**config.mk**
```make
export PLATFORM = sky130hd
export DESIGN_NAME = apc_control
export DESIGN_NICKNAME = d
export VERILOG_FILES = /design/src/inc/apc_pkg.sv /design/src/core/apc_control.sv
export SDC_FILE = /design/constraint.sdc
export NUM_CORES = 1
export LEC_CHECK = 0
export ABC_AREA = 1
export BUFFER_PORTS_ARGS = -buffer_cell sky130_fd_sc_hd__buf_4
export CORE_UTILIZATION = 45
export CTS_BUF_LIST = sky130_fd_sc_hd__clkbuf_4
export DETAILED_ROUTE_END_ITERATION = 10
export HOLD_SLACK_MARGIN = 0.05
export PLACE_DENSITY = 0.76
export RECOVER_POWER = 25
export SYNTH_ARGS = -nofsm -noshare
export SYNTH_HDL_FRONTEND = slang
export SYNTH_SLANG_ARGS = --single-unit
```
**constraint.sdc**
```tcl
create_clock -name ref_clk -period 2.52 [get_ports ref_clk]
set_clock_uncertainty 0.15 [all_clocks]
set_input_delay 0.63 -clock ref_clk [delete_from_list [all_inputs] [get_ports ref_clk]]
set_output_delay 0.63 -clock ref_clk [all_outputs]
set_load 0.01 [all_outputs]
```
**src/inc/apc_pkg.sv**
```systemverilog
// Purpose: shared constants and types for the power-down/calibration control
// Assumes: master clock ref_clk at 20 MHz
// Notes: counts are in master clock periods, settling counts in conversions
package apc_pkg;

  localparam int unsigned PDWN_CYCLES = 524288; // 2^19 periods
  localparam int unsigned MODE_PERSIST_CYCLES = 12288;
  localparam logic [9:0] CONV_HS_CYCLES = 10'h100; // 256 periods
  localparam logic [9:0] CONV_SLOW_CYCLES = 10'h200; // 512 periods
  localparam logic [7:0] OSR_FAST = 8'h40; // 64
  localparam logic [7:0] OSR_HIRES = 8'h80; // 128
  localparam logic [2:0] MOD_DIV_FAST = 3'h2; // CLK/2
  localparam logic [2:0] MOD_DIV_SLOW = 3'h4; // CLK/4
  localparam logic [6:0] SETTLE_FAST_CONV = 7'h4C; // 76 conversions
  localparam logic [6:0] SETTLE_HIRES_CONV = 7'h4E; // 78 conversions
  localparam logic [23:0] OFFSET_RESET = 24'h000000;
  localparam logic [19:0] PDWN_CNT_RESET = 20'h00000;
  localparam logic [13:0] MODE_CNT_RESET = 14'h0000;
  localparam logic [9:0] CONV_CNT_RESET = 10'h000;
  localparam logic [6:0] SETTLE_CNT_RESET = 7'h00;
  localparam logic [9:0] CAL_CYCLES = 10'h200; // one slow conversion

  typedef enum logic [1:0] {
    APC_MODE_HS = 2'h0,
    APC_MODE_HR = 2'h1,
    APC_MODE_LP = 2'h2
  } apc_mode_t;

  typedef enum logic [4:0] {
    ST_RUN = 5'h01,
    ST_SYNC = 5'h02,
    ST_PDWN = 5'h04,
    ST_CAL = 5'h08,
    ST_SETTLE = 5'h10
  } apc_state_t;

  // filter setup derived from the active mode
  typedef struct packed {
    logic [7:0] osr;
    logic [2:0] modDiv;
    logic [9:0] convLen;
    logic [6:0] settleConv;
  } apc_filt_cfg_t;

endpackage

```
**src/core/apc_control.sv**
```systemverilog
// Purpose: power-down, sync, calibration and settling control of a converter
// Assumes: all pins asynchronous to ref_clk; one master clock
// Notes: analog blocks are steered by level outputs only
`timescale 1ns/1ns
`default_nettype none

module apc_control
  import apc_pkg::*;
#(
  parameter int unsigned PDWN_LIMIT = PDWN_CYCLES
) (
  input wire logic ref_clk,
  input wire logic rst,
  input wire logic sync_powerdown_n,
  input wire logic [1:0] modeSel,
  input wire logic formatSel,
  input wire logic [23:0] calOffsetIn,
  output logic data_ready_n,
  output logic serial_out_hold_low,
  output logic inputShort,
  output logic poweredDown,
  output logic convStrobe,
  output logic modulator_rate,
  output logic [7:0] osrOut,
  output logic [23:0] offsetValue,
  output logic [1:0] activeMode,
  output logic filterReset
);

  // ---------------------------------------------------------------
  // input synchronisers
  // ---------------------------------------------------------------
  logic syncMeta_r;
  logic syncPin_r;
  logic [1:0] modeMeta_r, modeSync_r;
  logic fmtMeta_r, fmtSync_r;

  // two stages each; pins are asynchronous to the master clock
  always_ff @(posedge ref_clk) begin
    syncMeta_r <= sync_powerdown_n;
    syncPin_r <= syncMeta_r;
    modeMeta_r <= modeSel;
    modeSync_r <= modeMeta_r;
    fmtMeta_r <= formatSel;
    fmtSync_r <= fmtMeta_r;
  end

  logic pinLow;
  assign pinLow = ~syncPin_r;

  // ---------------------------------------------------------------
  // mode debounce and filter configuration
  // ---------------------------------------------------------------
  apc_state_t state_r;
  apc_mode_t mode_r;
  logic [13:0] modeCnt_r;
  logic modeChange;
  apc_filt_cfg_t cfg;

  // a new mode must persist before it is acted on; the pin is ignored
  // in power-down so that no output moves there
  always_ff @(posedge ref_clk) begin
    if (rst) begin
      mode_r <= APC_MODE_HS;
      modeCnt_r <= MODE_CNT_RESET;
    end else if (state_r == ST_PDWN || modeSync_r == mode_r
                 || modeSync_r == 2'h3) begin
      modeCnt_r <= MODE_CNT_RESET;
    end else if (modeCnt_r == 14'(MODE_PERSIST_CYCLES - 1)) begin
      mode_r <= apc_mode_t'(modeSync_r);
      modeCnt_r <= MODE_CNT_RESET;
    end else begin
      modeCnt_r <= modeCnt_r + 14'h0001;
    end
  end

  assign modeChange = (modeSync_r != mode_r) && (modeSync_r != 2'h3)
    && (state_r != ST_PDWN)
    && (modeCnt_r == 14'(MODE_PERSIST_CYCLES - 1));

  // fast modes share ratio and settling; only HS uses the fast divider and short conversion
  always_comb begin
    if (mode_r == APC_MODE_HR) begin
      cfg.osr = OSR_HIRES;
      cfg.modDiv = MOD_DIV_SLOW;
      cfg.convLen = CONV_SLOW_CYCLES;
      cfg.settleConv = SETTLE_HIRES_CONV;
    end else begin
      cfg.osr = OSR_FAST;
      cfg.modDiv = (mode_r == APC_MODE_HS) ? MOD_DIV_FAST : MOD_DIV_SLOW;
      cfg.convLen = (mode_r == APC_MODE_HS) ? CONV_HS_CYCLES
                                            : CONV_SLOW_CYCLES;
      cfg.settleConv = SETTLE_FAST_CONV;
    end
  end

  // ---------------------------------------------------------------
  // control sequence
  // ---------------------------------------------------------------
  logic [19:0] lowCnt_r;
  logic [9:0] convCnt_r;
  logic [6:0] settleCnt_r;
  logic convEnd;

  assign convEnd = (convCnt_r == cfg.convLen - 10'h001);

  // length of the low level on the sync pin
  always_ff @(posedge ref_clk) begin
    if (rst || !pinLow) begin
      lowCnt_r <= PDWN_CNT_RESET;
    end else if (lowCnt_r != 20'(PDWN_LIMIT - 1)) begin
      lowCnt_r <= lowCnt_r + 20'h00001;
    end
  end

  // state walk: run, sync, power-down, calibrate, settle
  always_ff @(posedge ref_clk) begin
    if (rst) begin
      state_r <= ST_RUN;
    end else begin
      unique case (state_r)
        ST_RUN: begin
          if (pinLow) state_r <= ST_SYNC;
        end
        ST_SYNC: begin
          if (pinLow && lowCnt_r == 20'(PDWN_LIMIT - 1)) begin
            state_r <= ST_PDWN;
          end else if (!pinLow) begin
            state_r <= ST_SETTLE;
          end
        end
        ST_PDWN: begin
          if (!pinLow) state_r <= ST_CAL;
        end
        ST_CAL: begin
          if (pinLow) state_r <= ST_SYNC;
          else if (convCnt_r == CAL_CYCLES - 10'h001) state_r <= ST_SETTLE;
        end
        ST_SETTLE: begin
          if (pinLow) state_r <= ST_SYNC;
          else if (convEnd && settleCnt_r == cfg.settleConv - 7'h01) begin
            state_r <= ST_RUN;
          end
        end
      endcase
    end
  end

  // conversion timer, cleared while stopped
  always_ff @(posedge ref_clk) begin
    if (rst || pinLow || state_r == ST_PDWN || state_r == ST_SYNC) begin
      convCnt_r <= CONV_CNT_RESET;
    end else if (state_r == ST_CAL) begin
      // restart at calibration end so settling counts whole conversions
      if (convCnt_r == CAL_CYCLES - 10'h001) begin
        convCnt_r <= CONV_CNT_RESET;
      end else begin
        convCnt_r <= convCnt_r + 10'h001;
      end
    end else if (convEnd) begin
      convCnt_r <= CONV_CNT_RESET;
    end else begin
      convCnt_r <= convCnt_r + 10'h001;
    end
  end

  // settling counts whole conversions
  always_ff @(posedge ref_clk) begin
    if (rst || state_r != ST_SETTLE || pinLow) begin
      settleCnt_r <= SETTLE_CNT_RESET;
    end else if (convEnd) begin
      settleCnt_r <= settleCnt_r + 7'h01;
    end
  end

  // offset store: cleared on mode change, loaded after calibration
  always_ff @(posedge ref_clk) begin
    if (rst || modeChange) begin
      offsetValue <= OFFSET_RESET;
    end else if (state_r == ST_CAL && !pinLow
                 && convCnt_r == CAL_CYCLES - 10'h001) begin
      offsetValue <= calOffsetIn;
    end
  end

  // ---------------------------------------------------------------
  // registered outputs
  // ---------------------------------------------------------------
  logic [2:0] divCnt_r;
  logic isRun;
  assign isRun = (state_r == ST_RUN) && !pinLow;

  // modulator clock divider, stopped in power-down
  always_ff @(posedge ref_clk) begin
    if (rst || state_r == ST_PDWN || state_r == ST_SYNC) begin
      divCnt_r <= 3'h0;
      modulator_rate <= 1'b0;
    end else if (divCnt_r == (cfg.modDiv >> 1) - 3'h1) begin
      divCnt_r <= 3'h0;
      modulator_rate <= ~modulator_rate;
    end else begin
      divCnt_r <= divCnt_r + 3'h1;
    end
  end

  // status levels; all constant during power-down
  always_ff @(posedge ref_clk) begin
    if (rst) begin
      data_ready_n <= 1'b1;
      serial_out_hold_low <= 1'b1;
      inputShort <= 1'b0;
      poweredDown <= 1'b0;
      convStrobe <= 1'b0;
      osrOut <= OSR_FAST;
      activeMode <= 2'h0;
      filterReset <= 1'b1;
    end else begin
      // spi ready stays high until valid data
      data_ready_n <= !(isRun && !fmtSync_r && convEnd);
      serial_out_hold_low <= !isRun || !fmtSync_r;
      inputShort <= (state_r == ST_CAL) && !pinLow;
      poweredDown <= (state_r == ST_PDWN);
      convStrobe <= isRun && convEnd;
      osrOut <= cfg.osr;
      activeMode <= mode_r;
      filterReset <= pinLow || state_r == ST_PDWN;
    end
  end

endmodule

`default_nettype wire

```
==> run metrics <==
Layout Area Growth over Synthesis=14.0%; Yosys reg bits=104; worst setup margin=0.400 ns; Max-Cap Viols=0; CP max FO=8; Worst EP required=2.78 ns; peak supply drop=0.258 mV; H-Tree Depth=3; Hold Startpoint=modeSel[0]; Primary FF master, synth=dfxtp_1; Post-synth EDFFs=0; leak pwr=2.08 nW; CTS tree=done; Max clock buf depth=2; Final setup viols=0; Place WS=0.402 ns; antenna-violating nets left=0; core area=9820 um^2; Max Transition Viols Final=0; Slew @ Worst Pin=0.534 ns; Initial Utilization=46.8%; FP Rows=36; Final Hold Violating Endpoints=0; buffers added on ports=64; Syn Inst Count=586; largest net degree at the start of global routing=25; clock latency on the worst-skew pair=0.47 ns; Max-slew headroom=64.4%; status=finished clean; Crit path arrival time=2.38 ns; R2R Path Start=mode_r[0]; Net count, final=688; layout cell share with drive strength beyond 1=17.8%; Hold Crit Class=primary input to register; minimum clock period=2.12 ns; Placed Area=5160 um^2; via density per instance=4.75; fin area=5240 um^2; CTS-repair resized insts=0; Max Fclk=472 MHz; gr ovfl total=0; most frequent cells in the layout=nand2_1 (126), dfxtp_1 (104), nor2_1 (73), inv_1 (57), buf_4 (47); Seq. cell area=2080 um^2; routability-driven placement congestion ratio=0.848; fin crit share=84.1%; unique cell type count in the Yosys netlist=44; multi-input logic area=2160 um^2; post-DP HPWL=6880 um; die area=10600 um^2; Cell Pwr Density=523 nW/um^2; Critical path origin=mode_r[0]; CP startpoint kind=register; synth top area cells=dfxtp_1 (45%), nand2_1 (10%), nor2_1 (5.9%); total number of vias=3752; clock slew at reported path FFs=0.15 ns; setup TNS=0 ns; Mapped Area=4600 um^2; Sinks on Clock Net=104; Final Power=2.74 mW; largest area contributor in the netlist=dfxtp_1; YS warnings=0; FFs w/ async S/R, synth=0%; Routed WL=9150 um; TritonCTS Buffers=9; # DRC=0; critical path type=register to register; register area share after synthesis=45.3%; vias in the first global route=3548; most common cell after layout, fill and taps aside=nand2_1; DR pass1 iterations=4; ant diodes=0; syn_area_per_cell=7.84 um^2; die height=103 um; first-pass GRT wire length=15200 um; Clock Tree Root=clkbuf_4; hold buffers post-CTS=0; I/O pin total=71; Fillers=963; Iter 0 DRT Violations=187; initial antenna violation count=0; DIE WIDTH=103 um; Post-CTS Setup Inserts=0; fin util=53.4%; CP Capture Type=register; share of the synthesized area in the top cell type=45.3%; GRT Overall Usage=18.2%; unrepaired setup endpoints after global routing=false; routed wire length per instance=11.6 um
layer usage:
metal | GRT usage, % | up-vias | share of wire [%]
met2 | 29.9 | 54 | 49
met4 | 10.6 | 0 | 2.3
met5 | 0 | - | 0
met3 | 3.32 | 18 | 3.1
met1 | 22.4 | 1690 | 45
li1 | - | 1990 | -
cell families after synthesis:
family / Yosys count / synth area share (%)
and+or+nand+nor: 297 / 31.7
DFF: 104 / 45.3
buffers and inverters: 83 / 8.14
AOI/OAI and AO/OA: 69 / 8.22
xor gates and xnor gates: 26 / 4.96
adders and majority gates: 6 / 1.63
other: 1 / 0.0816
area by class of cell:
| cell class | instances | share of cell area [%] |
|---|---|---|
| clock buffers | 9 | 1.29 |
| multi-input cells | 404 | 41.2 |
| inverters | 67 | 4.90 |
| clock inverters | 7 | 1.36 |
| repair buffers | 66 | 8.38 |
| flip-flops and latches | 104 | 39.7 |
| well taps | 133 | 3.18 |
sequential cells by signal (all words and copies together) (netlist names), 2 cells and up:
signal and flops:
lowCnt_r 20, state_r 5, mode_r 2, modeMeta_r 2
settleCnt_r 7, divCnt_r 3, offsetValue 24, osrOut 2
modeSync_r 2, convCnt_r 10, modeCnt_r 14, activeMode 2
power by group:
| part | total [mW] | switching, mW | internal, mW |
|---|---|---|---|
| registers | 1.69 | 0.0201 | 1.67 |
| clock network | 0.855 | 0.550 | 0.305 |
| logic | 0.188 | 0.113 | 0.0754 |
critical path: stages, from the launching register on:
cell and delay [ns]:
dfxtp_1 0.38, nor2_2 0.20, inv_2 0.07, ha_1 0.34, inv_1 0.07, nand2_1 0.04
nand2_1 0.08, nand3_2 0.11, nor2_8 0.16, nand2_2 0.06, nand2_1 0.08, nand2_1 0.07
nor2_1 0.13, nand2_1 0.07, nand3_1 0.06
cell usage after synthesis (2+ instances only):
master and n:
nand2_1 126, o21ai_1 6, a31oi_1 3, o21a_1 2, nand3_2 6, xor2_1 14, nand3_1 30, nand2_4 3
inv_2 10, dfxtp_1 104, nor3_1 13, nor3_4 3, nor2_2 8, nor2_8 2, xnor2_1 12, nand4_1 10
buf_6 3, nor3_2 2, or2_2 3, inv_1 55, clkbuf_1 3, nor2_1 72, nand2_2 7, nor4_1 2
o21ai_0 8, a21oi_1 44, nor2_4 4, ha_1 6, buf_4 9, a211oi_1 2
final timing paths:
check / to / slack, ns / cells after the start
max reg2reg: state_r[0] / 0.40 / 14
max: state_r[0] / 0.40 / 14
min reg2reg: modeSync_r[1] / 0.20 / 0
min: modeMeta_r[0] / 0.13 / 1
through the flow:
stage	hold slack (ns)	std cells
3_3_place_gp	0.166	774
3_5_place_dp	0.164	774
5_1_grt	0.0951	790
6_report	0.129	790
2_1_floorplan	0.160	591
4_1_cts	0.0828	790
Note: power is estimated with default switching activity, not from simulation.
